File: src/dgp_pkg.sv
package dgp_pkg;

    // ------------------------------------------------------------
    // Modes
    // ------------------------------------------------------------
    typedef enum logic [1:0] {
        MODE_COMP = 2'b01,
        MODE_ATTN = 2'b10
    } dgp_mode_t;

    // ------------------------------------------------------------
    // Register map (byte addresses) and fields
    // ------------------------------------------------------------
    localparam logic [7:0] ADDR_CTRL = 8'h00;
    localparam logic [7:0] ADDR_THR = 8'h04;
    localparam logic [7:0] ADDR_RATIO = 8'h08;
    localparam logic [7:0] ADDR_ATK = 8'h0c;
    localparam logic [7:0] ADDR_MKUP = 8'h10;
    localparam logic [7:0] ADDR_REL = 8'h14;
    localparam logic [7:0] ADDR_STAT = 8'h18;
    localparam int CTRL_MODE = 0;
    localparam int CTRL_KEY = 1;
    localparam int CTRL_KNEE = 4;
    localparam int STAT_TRIG = 16;

    // ------------------------------------------------------------
    // Reset values and step-index limits
    // ------------------------------------------------------------
    localparam logic [9:0] THR_MAX = 10'h21c;
    localparam logic [9:0] THR_RST = 10'h21c;
    localparam logic [3:0] RATIO_RST = 4'h0;
    localparam logic [6:0] ATK_MAX = 7'h78;
    localparam logic [6:0] ATK_RST = 7'h00;
    localparam logic [7:0] MKUP_MAX = 8'hb4;
    localparam logic [7:0] MKUP_RST = 8'h00;
    localparam logic [7:0] REL_MAX = 8'h9f;
    localparam logic [7:0] REL_RST = 8'h00;
    localparam logic [2:0] KNEE_MAX = 3'h5;
    localparam logic [2:0] KNEE_RST = 3'h0;

    // ------------------------------------------------------------
    // Arithmetic scaling, levels in tenths of a dB
    // ------------------------------------------------------------
    localparam logic signed [11:0] LVL_SCALE = 12'sh3c3;
    localparam int LVL_SHIFT = 7;
    localparam int KNEE_BASE_SHIFT = 3;
    localparam logic [11:0] GR_MAX = 12'h4b0;
    localparam int INV_SHIFT = 8;
    localparam int MUL_SHIFT = 4;
    localparam int GAIN_Q = 8;
    localparam logic signed [15:0] DB_TO_OCT = 16'sh0044;
    localparam int DB_TO_OCT_SHIFT = 8;
    localparam int ROM_FRAC_W = 4;
    localparam int ROM_ONE_SHIFT = 15;
    localparam int LATENCY = 3;

    // ------------------------------------------------------------
    // Timing
    // ------------------------------------------------------------
    localparam int REL_MIN_MS = 6;
    localparam int REL_OCT_Q10 = 83;
    localparam int REL_OCT_SHIFT = 10;

    // ------------------------------------------------------------
    // Ratio tables: 1.0 1.1 1.3 1.5 1.7 2 2.5 3 3.5 4 5 6 8 10 20 inf
    // ------------------------------------------------------------
    localparam logic [8:0] RATIO_INV_Q8 [16] = '{
        9'h000, 9'h017, 9'h03b, 9'h055, 9'h069, 9'h080, 9'h09a, 9'h0ab,
        9'h0b7, 9'h0c0, 9'h0cd, 9'h0d5, 9'h0e0, 9'h0e6, 9'h0f3, 9'h100};
    localparam logic [11:0] RATIO_MUL_Q4 [16] = '{
        12'h000, 12'h002, 12'h005, 12'h008, 12'h00b, 12'h010, 12'h018,
        12'h020, 12'h028, 12'h030, 12'h040, 12'h050, 12'h070, 12'h090,
        12'h130, 12'hfff};

    // Fraction of an octave to linear gain, Q15
    localparam logic [15:0] GAIN_FRAC_Q15 [16] = '{
        16'h8000, 16'h85ab, 16'h8b96, 16'h91c4, 16'h9838, 16'h9ef5,
        16'ha5ff, 16'had58, 16'hb505, 16'hbd09, 16'hc567, 16'hce25,
        16'hd745, 16'he0cd, 16'heac1, 16'hf525};

endpackage

File: src/dgp_rom_if.sv
`timescale 1ns/1ps
`default_nettype none

interface dgp_rom_if;
    logic rd_en;
    logic [3:0] addr;
    logic [15:0] data;
    modport req (output rd_en, output addr, input data);
    modport rom (input rd_en, input addr, output data);
endinterface

`default_nettype wire

File: src/dgp_gain_rom.sv
`timescale 1ns/1ps
`default_nettype none

module dgp_gain_rom (
    input wire logic ref_clk,
    input wire logic nrst,
    dgp_rom_if.rom port
);
    logic [15:0] data_q;
    logic [15:0] data_d;

    always_comb begin
        data_d = data_q;
        if (port.rd_en) begin
            data_d = dgp_pkg::GAIN_FRAC_Q15[port.addr];
        end
    end

    always_ff @(posedge ref_clk or negedge nrst) begin
        if (!nrst) begin
            data_q <= dgp_pkg::GAIN_FRAC_Q15[0];
        end else begin
            data_q <= data_d;
        end
    end

    assign port.data = data_q;
endmodule

`default_nettype wire

File: src/dgp_top.sv
`timescale 1ns/1ps
`default_nettype none

module dgp_top #(
    parameter int DW = 24,
    parameter int SAMPLE_RATE_HZ = 48000
) (
    input wire logic ref_clk,
    input wire logic nrst,
    input wire logic psel,
    input wire logic penable,
    input wire logic pwrite,
    input wire logic [7:0] paddr,
    input wire logic [31:0] pwdata,
    output logic [31:0] prdata,
    output logic pready,
    output logic pslverr,
    input wire logic s_valid,
    input wire logic [DW-1:0] in_sample,
    input wire logic [DW-1:0] key_sample,
    output logic [DW-1:0] out_sample,
    output logic out_valid
);
    // ------------------------------------------------------------
    // Derived constants
    // ------------------------------------------------------------
    localparam int SPMS = SAMPLE_RATE_HZ / 1000;
    localparam int REL_BASE = $clog2(dgp_pkg::REL_MIN_MS * SPMS);
    localparam logic signed [11:0] FS_CODE = 12'((DW - 1) * 8);

    generate
        if (DW < 8 || DW > 32 || SPMS < 1 || SPMS > 500) begin : g_bad
            $error("dgp_top: DW or SAMPLE_RATE_HZ out of range");
        end
    endgenerate

    function automatic logic [4:0] msb32(input logic [31:0] v);
        logic [4:0] p;
        p = 5'h0;
        for (int i = 0; i < 32; i++) begin
            if (v[i]) begin
                p = 5'(i);
            end
        end
        return p;
    endfunction

    // ------------------------------------------------------------
    // Register file
    // ------------------------------------------------------------
    dgp_pkg::dgp_mode_t mode_q, mode_d;
    logic key_sel_q, key_sel_d;
    logic [2:0] knee_q, knee_d;
    logic [9:0] thr_q, thr_d;
    logic [3:0] ratio_q, ratio_d;
    logic [6:0] atk_q, atk_d;
    logic [7:0] mkup_q, mkup_d;
    logic [7:0] rel_q, rel_d;
    logic pready_q, pready_d;
    logic pslverr_q, pslverr_d;
    logic [31:0] prdata_q, prdata_d;
    logic [19:0] g_q, g_d;
    logic trig_q, trig_d;
    logic wr_go;

    always_comb begin
        mode_d = mode_q;
        key_sel_d = key_sel_q;
        knee_d = knee_q;
        thr_d = thr_q;
        ratio_d = ratio_q;
        atk_d = atk_q;
        mkup_d = mkup_q;
        rel_d = rel_q;
        prdata_d = prdata_q;
        pslverr_d = 1'b0;
        pready_d = psel && penable && !pready_q;
        wr_go = psel && penable && pready_q && pwrite;
        if (pready_d) begin
            prdata_d = 32'h0000_0000;
            case (paddr)
                dgp_pkg::ADDR_CTRL: begin
                    prdata_d[dgp_pkg::CTRL_MODE] =
                        (mode_q == dgp_pkg::MODE_ATTN);
                    prdata_d[dgp_pkg::CTRL_KEY] = key_sel_q;
                    prdata_d[dgp_pkg::CTRL_KNEE +: 3] = knee_q;
                end
                dgp_pkg::ADDR_THR: prdata_d[9:0] = thr_q;
                dgp_pkg::ADDR_RATIO: prdata_d[3:0] = ratio_q;
                dgp_pkg::ADDR_ATK: prdata_d[6:0] = atk_q;
                dgp_pkg::ADDR_MKUP: prdata_d[7:0] = mkup_q;
                dgp_pkg::ADDR_REL: prdata_d[7:0] = rel_q;
                dgp_pkg::ADDR_STAT: begin
                    prdata_d[11:0] = g_q[19:8];
                    prdata_d[dgp_pkg::STAT_TRIG] = trig_q;
                end
                default: pslverr_d = 1'b1;
            endcase
        end
        // Out-of-range indices clamp to the last step
        if (wr_go) begin
            case (paddr)
                dgp_pkg::ADDR_CTRL: begin
                    mode_d = pwdata[dgp_pkg::CTRL_MODE] ?
                        dgp_pkg::MODE_ATTN : dgp_pkg::MODE_COMP;
                    key_sel_d = pwdata[dgp_pkg::CTRL_KEY];
                    knee_d = (pwdata[dgp_pkg::CTRL_KNEE +: 3] >
                        dgp_pkg::KNEE_MAX) ? dgp_pkg::KNEE_MAX :
                        pwdata[dgp_pkg::CTRL_KNEE +: 3];
                end
                dgp_pkg::ADDR_THR: thr_d = (pwdata[9:0] > dgp_pkg::THR_MAX) ?
                    dgp_pkg::THR_MAX : pwdata[9:0];
                dgp_pkg::ADDR_RATIO: ratio_d = pwdata[3:0];
                dgp_pkg::ADDR_ATK: atk_d = (pwdata[6:0] > dgp_pkg::ATK_MAX) ?
                    dgp_pkg::ATK_MAX : pwdata[6:0];
                dgp_pkg::ADDR_MKUP: mkup_d = (pwdata[7:0] > dgp_pkg::MKUP_MAX) ?
                    dgp_pkg::MKUP_MAX : pwdata[7:0];
                dgp_pkg::ADDR_REL: rel_d = (pwdata[7:0] > dgp_pkg::REL_MAX) ?
                    dgp_pkg::REL_MAX : pwdata[7:0];
                default: ;
            endcase
        end
    end

    always_ff @(posedge ref_clk or negedge nrst) begin
        if (!nrst) begin
            mode_q <= dgp_pkg::MODE_COMP;
            key_sel_q <= 1'b0;
            knee_q <= dgp_pkg::KNEE_RST;
            thr_q <= dgp_pkg::THR_RST;
            ratio_q <= dgp_pkg::RATIO_RST;
            atk_q <= dgp_pkg::ATK_RST;
            mkup_q <= dgp_pkg::MKUP_RST;
            rel_q <= dgp_pkg::REL_RST;
            pready_q <= 1'b0;
            pslverr_q <= 1'b0;
            prdata_q <= 32'h0000_0000;
        end else begin
            mode_q <= mode_d;
            key_sel_q <= key_sel_d;
            knee_q <= knee_d;
            thr_q <= thr_d;
            ratio_q <= ratio_d;
            atk_q <= atk_d;
            mkup_q <= mkup_d;
            rel_q <= rel_d;
            pready_q <= pready_d;
            pslverr_q <= pslverr_d;
            prdata_q <= prdata_d;
        end
    end

    // ------------------------------------------------------------
    // Detector, gain computer, smoothing and output stage
    // ------------------------------------------------------------
    dgp_rom_if rom_bus();

    dgp_gain_rom u_rom (
        .ref_clk(ref_clk),
        .nrst(nrst),
        .port(rom_bus)
    );

    logic [DW-1:0] src, mag;
    logic [4:0] mpos, atk_sh, rel_sh, sh;
    logic [31:0] nrm, red, sq, atk_samp;
    logic [7:0] code;
    logic signed [23:0] prod_l, gl;
    logic signed [15:0] lvl, thr_db, over, x, xk, half, gdb;
    logic [15:0] eff;
    logic [11:0] tgt;
    logic [19:0] tq;
    logic signed [20:0] dlt, step;
    logic signed [7:0] e_q, e_d;
    logic [DW-1:0] smp1_q, smp1_d, smp2_q, smp2_d, out_q, out_d;
    logic v1_q, v1_d, v2_q, v2_d, ov_q, ov_d;
    logic signed [DW+16:0] prod, res;
    logic [5:0] shamt;

    always_comb begin
        src = key_sel_q ? key_sample : in_sample;
        mag = src[DW-1] ? (~src + 1'b1) : src;
        mpos = msb32(32'(mag));
        nrm = 32'(mag) << (5'h1f - mpos);
        code = {mpos, nrm[30:28]};
        prod_l = ($signed({4'h0, code}) - FS_CODE) * dgp_pkg::LVL_SCALE;
        lvl = 16'(prod_l >>> dgp_pkg::LVL_SHIFT);
        thr_db = $signed({6'h00, thr_q}) - $signed({6'h00, dgp_pkg::THR_MAX});
        over = lvl - thr_db;
        // Expander works on distance below threshold
        x = (mode_q == dgp_pkg::MODE_ATTN) ? -over : over;
        half = 16'(32'h1 << (32'(knee_q) + dgp_pkg::KNEE_BASE_SHIFT - 1));
        xk = x + half;
        sq = 32'(xk[8:0]) * 32'(xk[8:0]);
        // Quadratic blend keeps the slope continuous at both knee edges
        if (knee_q == 3'h0) begin
            eff = x[15] ? 16'h0000 : x;
        end else if (x <= -half) begin
            eff = 16'h0000;
        end else if (x >= half) begin
            eff = x;
        end else begin
            eff = 16'(sq >> (32'(knee_q) + dgp_pkg::KNEE_BASE_SHIFT + 1));
        end
        case (mode_q)
            dgp_pkg::MODE_COMP: red = (32'(eff) *
                32'(dgp_pkg::RATIO_INV_Q8[ratio_q])) >> dgp_pkg::INV_SHIFT;
            dgp_pkg::MODE_ATTN: red = (32'(eff) *
                32'(dgp_pkg::RATIO_MUL_Q4[ratio_q])) >> dgp_pkg::MUL_SHIFT;
            default: red = 32'h0000_0000;
        endcase
        tgt = (red > 32'(dgp_pkg::GR_MAX)) ? dgp_pkg::GR_MAX : red[11:0];
        tq = {tgt, 8'h00};
        // One-pole ramp: shift sets the time constant in samples
        atk_samp = 32'(atk_q) * 32'(SPMS);
        atk_sh = (atk_q == 7'h00) ? 5'h00 : 5'(msb32(atk_samp) + 5'h01);
        rel_sh = 5'(REL_BASE + ((32'(rel_q) * dgp_pkg::REL_OCT_Q10) >>
            dgp_pkg::REL_OCT_SHIFT));
        dlt = $signed({1'b0, tq}) - $signed({1'b0, g_q});
        sh = (dlt > 21'sh0) ? atk_sh : rel_sh;
        step = dlt >>> sh;
        if (step == 21'sh0 && dlt != 21'sh0) begin
            step = (dlt > 21'sh0) ? 21'sh1 : -21'sh1;
        end
        g_d = g_q;
        trig_d = trig_q;
        smp1_d = smp1_q;
        if (s_valid) begin
            g_d = 20'($signed({1'b0, g_q}) + step);
            trig_d = (tgt != 12'h000);
            smp1_d = in_sample;
        end
        v1_d = s_valid;
        // Stage 1: net gain in dB to octaves, fraction goes to the table
        gdb = $signed({8'h00, mkup_q}) - $signed({4'h0, g_q[19:8]});
        gl = gdb * dgp_pkg::DB_TO_OCT;
        e_d = 8'(gl >>> (dgp_pkg::DB_TO_OCT_SHIFT + dgp_pkg::ROM_FRAC_W));
        rom_bus.addr = gl[dgp_pkg::DB_TO_OCT_SHIFT +: 4];
        rom_bus.rd_en = v1_q;
        smp2_d = smp1_q;
        v2_d = v1_q;
        // Stage 2: scale and saturate rather than wrap
        prod = $signed(smp2_q) * $signed({1'b0, rom_bus.data});
        shamt = 6'(8'(dgp_pkg::ROM_ONE_SHIFT) - e_q);
        res = prod >>> shamt;
        out_d = out_q;
        if (v2_q) begin
            if (res[DW+16:DW-1] != {(DW+17-DW+1){res[DW+16]}}) begin
                out_d = {res[DW+16], {(DW-1){~res[DW+16]}}};
            end else begin
                out_d = res[DW-1:0];
            end
        end
        ov_d = v2_q;
    end

    // No state is shared: one instance per mixer path
    always_ff @(posedge ref_clk or negedge nrst) begin
        if (!nrst) begin
            g_q <= 20'h0_0000;
            trig_q <= 1'b0;
            e_q <= 8'sh00;
            smp1_q <= '0;
            smp2_q <= '0;
            out_q <= '0;
            v1_q <= 1'b0;
            v2_q <= 1'b0;
            ov_q <= 1'b0;
        end else begin
            g_q <= g_d;
            trig_q <= trig_d;
            e_q <= e_d;
            smp1_q <= smp1_d;
            smp2_q <= smp2_d;
            out_q <= out_d;
            v1_q <= v1_d;
            v2_q <= v2_d;
            ov_q <= ov_d;
        end
    end

    assign prdata = prdata_q;
    assign pready = pready_q;
    assign pslverr = pslverr_q;
    assign out_sample = out_q;
    assign out_valid = ov_q;
endmodule

`default_nettype wire

File: config.mk
export PLATFORM = sky130hd
export DESIGN_NAME = dgp_top
export DESIGN_NICKNAME = d
export VERILOG_FILES = /design/src/dgp_pkg.sv /design/src/dgp_rom_if.sv /design/src/dgp_gain_rom.sv /design/src/dgp_top.sv
export SDC_FILE = /design/constraint.sdc
export NUM_CORES = 2
export LEC_CHECK = 0
export ABC_AREA = 0
export BUFFER_PORTS_ARGS = -buffer_cell sky130_fd_sc_hd__buf_2
export CAP_MARGIN = 20
export CORE_MARGIN = 1
export CORE_UTILIZATION = 57
export DETAILED_ROUTE_END_ITERATION = 16
export PLACE_DENSITY = 0.73
export SLEW_MARGIN = 30
export SYNTH_ARGS = -nofsm -noshare
export SYNTH_HDL_FRONTEND = slang
export SYNTH_HIERARCHICAL = 1
export SYNTH_SLANG_ARGS = --single-unit
File: constraint.sdc
create_clock -name ref_clk -period 38.9 [get_ports ref_clk]
set_input_delay 5.835 -clock ref_clk [delete_from_list [all_inputs] [get_ports ref_clk]]
set_output_delay 5.835 -clock ref_clk [all_outputs]
set_load 0.03 [all_outputs]
# Yosys cells after proc, flatten, opt, wreduce, memory -nomap -nowiden
# Memories as Yosys holds them, arrays and structs flattened. A register that Yosys moved wholly into a read port is not among the register bits.
# Cells that the tools add are included.
[word_totals]
wordCells = 161
reg_bits = 160
n_memories = 3
output_inout_bits = 59
rom_bits = 592
input_bits = 94
[classes]
eq_ne = 9
n_mul = 8
shifts = 5
add_sub_neg = 17
reduce_logical = 20
mux = 65
n_lt_le_gt_ge = 10
bitwise = 4
[memory_table]
columns = ["name", "words", "width", "read_ports", "rd_ports_with_merged_regs", "wr", "line_no", "source"]
rows = [
  ["(no name shown)", 16, 16, 1, 1, 0, "dgp_gain_rom.sv:15", "data_d = dgp_pkg::GAIN_FRAC_Q15[port.addr];"],
  ["(no name shown)", 16, 12, 1, 0, 0, "dgp_top.sv:209", "32'(dgp_pkg::RATIO_MUL_Q4[ratio_q])) >> dgp_pkg::MUL_SHIFT;"],
  ["(no name shown)", 16, 9, 1, 0, 0, "dgp_top.sv:207", "32'(dgp_pkg::RATIO_INV_Q8[ratio_q])) >> dgp_pkg::INV_SHIFT;"],
]
[op_table]
columns = ["op", "count"]
rows = [
  ["two-way mux 5 bit", 32],
  ["two-way mux 24 bit", 3],
  ["two-way mux 16 bit", 4],
  ["one-hot mux 24 bit (2 select lines)", 1],
  ["multiplier 24 x 17 -> 41 bit", 1],
  [">>> shifter 41 x 6 -> 41 bit", 1],
  ["two-way mux 20 bit", 2],
  ["two-way mux 12 bit", 3],
  ["> comparator 32 x 11 -> 1 bit (second input constant)", 1],
  ["<< shifter 1 x 32 -> 16 bit (first input constant)", 1],
  ["subtractor 32 x 1 -> 32 bit (second input constant)", 1],
  ["<< shifter 24 x 5 -> 31 bit", 1],
  ["multiplier 16 x 12 -> 28 bit", 1],
  ["multiplier 16 x 9 -> 25 bit", 1],
  ["adder 24 x 1 -> 24 bit (second input constant)", 1],
  ["== test 8 x 5 -> 1 bit (second input constant)", 3],
  ["NOT 24 bit", 1],
  ["> comparator 21 x 1 -> 1 bit (second input constant)", 1],
  ["logical NOT 21 bit", 1],
  ["nonzero test 21 bit", 1],
  [">>> shifter 21 x 5 -> 21 bit", 1],
  ["subtractor 20 x 20 -> 21 bit", 1],
  ["adder 20 bit", 1],
  ["multiplier 9 x 11 -> 20 bit (second input constant)", 1],
  ["53 further kinds", 73],
]

# Longest topological paths before layout
[logic_depth]
ltp_word = 52
ltp_mapped = 143
ltp_nobuf = 134

# By module
# The synthesis kept the hierarchy.
[modules_own_cells]
columns = ["module", "cells_per_inst", "seq_area_each_um2", "area_each_um2", "instances"]
rows = [
  ["dgp_top", 5988, 4010.1, 48783.0, 1],
  ["dgp_gain_rom", 101, 375.4, 950.9, 1],
]

# Worst setup path before layout
# OpenSTA, ideal clock, no wires.
[synth_path]
path_kind = "input port to flip-flop"
from = "input port key_sample[0]"
to = "register g_q[18]"
setup_slack_ns = 5.457
path_stages = 128
setup_ns = 0.137
arrival_ns = 33.306
n_path_buf = 4
path_cell_list = "mux2i_1 > ha_1 > o21ai_0 > nor4_1 > and2_1 > a21oi_1 > xnor2_1 > nor2_1 > a21boi_0 > o211ai_1 > a311oi_2 > mux2_2 > a22oi_1 > a21oi_1 > a211oi_1 > o22ai_1 > fa_1 > inv_1 > [92 not listed] > ha_1 > fa_1 > a21o_1 > a21oi_1 > o21bai_1 > a21oi_1 > o21bai_1 > a21oi_1 > o21bai_1 > a21oi_1 > o21bai_1 > a21oi_1 > o21ai_0 > o211a_1 > o21a_1 > a21oi_1 > xor2_1 > mux2i_1"
[synth_between]
elab_chain_len = 52
[synth_lines]
columns = ["item", "line_no", "source"]
rows = [
  ["start: declaration", "dgp_top.sv:20", "input wire logic [DW-1:0] key_sample,"],
  ["two-way mux 24 bit (*)", "dgp_top.sv:181", "src = key_sel_q ? key_sample : in_sample;"],
  ["NOT 24 bit", "dgp_top.sv:182", "mag = src[DW-1] ? (~src + 1'b1) : src;"],
  ["adder 24 x 1 -> 24 bit", "dgp_top.sv:182", ""],
  ["two-way mux 24 bit (*)", "dgp_top.sv:182", ""],
  ["two-way mux 1 bit", "dgp_top.sv:41", "if (v[i]) begin"],
  ["two-way mux 5 bit (22 in series)", "dgp_top.sv:41", ""],
  ["subtractor 5 bit", "dgp_top.sv:184", "nrm = 32'(mag) << (5'h1f - mpos);"],
  ["<< shifter 24 x 5 -> 31 bit", "dgp_top.sv:184", ""],
  ["[15 not listed]", "n/a", ""],
  ["subtractor 20 x 20 -> 21 bit (*)", "dgp_top.sv:219", "dlt = $signed({1'b0, tq}) - $signed({1'b0, g_q});"],
  ["> comparator 21 x 1 -> 1 bit", "dgp_top.sv:220, dgp_top.sv:223", ""],
  ["two-way mux 5 bit", "dgp_top.sv:220", "sh = (dlt > 21'sh0) ? atk_sh : rel_sh;"],
  [">>> shifter 21 x 5 -> 21 bit", "dgp_top.sv:221", "step = dlt >>> sh;"],
  ["logical NOT 21 bit", "dgp_top.sv:222", "if (step == 21'sh0 && dlt != 21'sh0) begin"],
  ["logical AND 1 bit", "dgp_top.sv:222", ""],
  ["two-way mux 20 bit (*)", "dgp_top.sv:222", ""],
  ["adder 20 bit (*)", "dgp_top.sv:229", "g_d = 20'($signed({1'b0, g_q}) + step);"],
  ["end signal: assignment", "dgp_top.sv:270", "g_q <= g_d;"],
  ["end: declaration", "dgp_top.sv:62", "logic [19:0] g_q, g_d;"],
]
# Mark *: on every way between the ends. The rest lies on a longest branch, timed or not.
# A chain may end at the register's enable or synchronous reset.

# Worst setup path after layout
[layout_path]
from = "input port in_sample[0]"
to = "register g_q[18]"
[layout_between]
elab_chain_len = 52
[layout_lines]
columns = ["item", "line_no", "source"]
rows = [
  ["start: declaration", "dgp_top.sv:19", "input wire logic [DW-1:0] in_sample,"],
  ["two-way mux 24 bit (*)", "dgp_top.sv:181", ""],
  ["NOT 24 bit", "dgp_top.sv:182", ""],
  ["adder 24 x 1 -> 24 bit", "dgp_top.sv:182", ""],
  ["two-way mux 24 bit (*)", "dgp_top.sv:182", ""],
  ["two-way mux 1 bit", "dgp_top.sv:41", ""],
  ["two-way mux 5 bit (22 in series)", "dgp_top.sv:41", ""],
  ["subtractor 5 bit", "dgp_top.sv:184", ""],
  ["<< shifter 24 x 5 -> 31 bit", "dgp_top.sv:184", ""],
  ["[15 not listed]", "n/a", ""],
  ["subtractor 20 x 20 -> 21 bit (*)", "dgp_top.sv:219", ""],
  ["> comparator 21 x 1 -> 1 bit", "dgp_top.sv:220, dgp_top.sv:223", ""],
  ["two-way mux 5 bit", "dgp_top.sv:220", ""],
  [">>> shifter 21 x 5 -> 21 bit", "dgp_top.sv:221", ""],
  ["logical NOT 21 bit", "dgp_top.sv:222", ""],
  ["logical AND 1 bit", "dgp_top.sv:222", ""],
  ["two-way mux 20 bit (*)", "dgp_top.sv:222", ""],
  ["adder 20 bit (*)", "dgp_top.sv:229", ""],
]
# Marks and branches as above.

==> results by group <==
Critical path
  • Startpoint types: primary input
  • R2r worst-path depth: 127
  • CP delay by family, top: compound AO/OA/AOI/OAI gates
  • Required @ worst endpoint: a little under 40 ns
  • Buffers & Inverters on Critical Path: 16
  • Levels on crit path: 127
  • Max incr delay on CP: about 0.58 ns
  • CP endpoint kind: flip-flop
  • Critical path's most frequent cell: a21oi_1
  • WS Path Type: primary input to flip-flop
  • Crit path arrival time: approximately 37 ns
  • Maximum fanout along the worst path: 25
  • Slowest-stage cell, CP: fa_1

Routing
  • DRT iter0 DRCs: approximately 3000
  • Top Metal Used: met4
  • Wire per inst: about 19 um
  • Drt drc: 0
  • Via count: 42500
  • First-pass iteration count of the detailed router: 6
  • Met2 wire len: approximately 67000 um
  • M1 WL: between 50000 and 60000 um
  • WL met3: between 7000 and 8000 um
  • Post-route ant nets: 0
  • Via/cell ratio: between 5 and 6
  • Final wirelength: approximately 130000 um

Final layout
  • Multi-input logic area: 40500 um2
  • Design Area, Final: approximately 52000 um2
  • Fillers: 7706
  • Layout cell share with drive strength beyond 1: 0.0673
  • Synthesis-to-finish area growth: 4.33%
  • Final #Nets: between 7000 and 8000
  • FF/Latch Area: 4390 um2

Timing
  • Max Freq: 0.0269 GHz
  • RSZ-0062 raised after global routing: false
  • Relative slew slack: 0.294
  • Final period utilization: 0.955
  • Hold_ws: about 0.36 ns
  • Final Skew: around 0.020 ns
  • Final-report hold violation count: 0
  • Actual slew at the worst max-slew pin: 1.06 ns
  • Final Max Slew Viols: 0
  • Final setup margin: 1.74 ns
  • Setup_tns: 0 ns
  • Setup violations, final: 0
  • Post-layout minimum cycle time: 37.16 ns

Floorplanning
  • Core area: 85800 um2
  • Ports: 153
  • Initial Utilization: 0.580
  • Die width: ~300 um
  • FP Rows: ~110
  • Die area: between 80000 and 90000 um2
  • Die height: roughly 300 um

Clock network
  • Clk_lat worst skew: approximately 0.48 ns
  • CTS clk-pin slew, worst paths: about 0.080 ns
  • H-Tree Depth: 4
  • Maximum root-to-sink buffer count: 2
  • Cts bufs inserted: 17
  • CTS root buffer: clkbuf_16
  • Clock sinks: 175
  • CTS tree: yes

Global routing
  • Largest net degree at the start of global routing: 72
  • GRT Util Overall: 0.311
  • GRT overflow: 0
  • Number of global-route vias before repair: approximately 44000
  • First-pass GRT wire length: 224000 um
  • Antenna violations before repair: 4

Yosys
  • FF+latch count, synth: roughly 180
  • Syn avg cell area: between 8 and 9 um2
  • Top post-synthesis cells by count: inv_1 (1003), nand2_1 (756), fa_1 (670), ha_1 (500), nor2_1 (437)
  • Post-synthesis instance total: approximately 6100
  • Main synth FF type: dfrtp_1
  • Synth top area cells: fa_1 (27%), ha_1 (13%), dfrtp_1 (8.6%)
  • Syn. warnings: 6
  • Cell area after synthesis: approximately 50000 um2
  • Largest area contributor in the netlist: fa_1
  • Share of the synthesized area in the top cell type: 0.270
  • Synth unique cells: 108
  • Register area share after synthesis: 0.0882
  • Number of synthesized flops with an enable pin: 0
  • Post-synthesis async set-or-reset flop share: 1.00
  • Top-count cell post-synth: inv_1

Placed design
  • GPL Wtd Cong: 0.940
  • DP Worst Slack: a little under 0.8 ns
  • Port bufs: 111
  • Post-DP Area: just over 50000 um2
  • Hpwl dp: 108000 um

Min path
  • WHS Path Cells: 0
  • Worst min-delay path category: flip-flop to flip-flop

Run status
  • Status: finished, final reports clean

Run
  • Max-Cap Viols: 0
logic make-up after synthesis:
kind of cell               synth area share
and+or+nand+nor                       0.174
muxes                                0.0473
xor gates and xnor gates             0.0390
other                              0.000151
AOI/OAI and AO/OA                     0.155
DFF                                  0.0882
adders and majority gates             0.396
buffers and inverters                 0.100
through the flow:
stage / util / instances
after floorplan: - / 6108
after global placement: 0.597 / 7155
after detailed placement: 0.597 / 7155
after CTS: 0.604 / 7187
after global routing: 0.605 / 7196
final: 0.605 / 7198
cell type report:
cell class	count	area share
multi-input cells	4642	0.781
flip-flops and latches	175	0.0846
inverters	1008	0.0729
well taps	1144	0.0276
repair buffers	192	0.0227
clock buffers	18	0.00827
clock inverters	14	0.00306
diodes	5	0.000241
per-layer routing:
| metal | track usage | vias to the layer above |
|---|---|---|
| met5 | 0 | - |
| met1 | 0.380 | 20800 |
| met4 | 0.148 | 0 |
| met2 | 0.551 | 1427 |
| li1 | - | 19900 |
| met3 | 0.0291 | 366 |
cell usage in the layout (no fill, tap or decap), types with 27 or more instances in the layout:
| cell type | instances |
|---|---|
| inv_1 | 1003 |
| nand2_1 | 756 |
| fa_1 | 670 |
| ha_1 | 500 |
| nor2_1 | 437 |
| a21oi_1 | 281 |
| o21ai_0 | 225 |
| and2_1 | 198 |
| dfrtp_1 | 165 |
| xnor2_1 | 146 |
| mux2i_1 | 118 |
| buf_2 | 110 |
| a21o_1 | 88 |
| nand3_1 | 83 |
| mux2_2 | 79 |
| buf_4 | 79 |
| xor2_1 | 71 |
| nor3_1 | 66 |
| o211ai_1 | 57 |
| nand2b_1 | 56 |
| a31oi_1 | 52 |
| nor2b_1 | 49 |
| o21a_1 | 49 |
| a211oi_1 | 49 |
| o21bai_1 | 34 |
| nand4_1 | 29 |
| o31ai_1 | 29 |
| a22oi_1 | 29 |
| and3_1 | 27 |
registers in the layout, summed over array words and instances (netlist names), 6 cells and up:
signal           flops
smp2_q              24
u_rom/port.data     15
prdata              13
smp1_q              24
mkup_q               8
g_q                 20
rel_q                8
thr_q               10
out_sample          24
e_q                  6
atk_q                7
repair_timing:
item	4_1_cts	5_1_grt
endpoints found under the setup margin	0	7
resized for setup	0	5
hold buffers	0	0
setup buffers	0	5
final timing paths:
path                                   start                 end  slack (ns)
worst min register to register    smp1_q[18]          smp2_q[18]        0.36
min in group asynchronous               nrst       out_sample[4]        5.26
worst min-delay path              smp1_q[18]          smp2_q[18]        0.36
worst max-delay path            in_sample[0]             g_q[18]        1.74
worst max register to register     key_sel_q             g_q[18]        6.22
max in group asynchronous               nrst  u_rom/port.data[8]       31.75
Power is not shown: default switching activity piles up to over one toggle a cycle in this logic, so the estimate is an artifact.
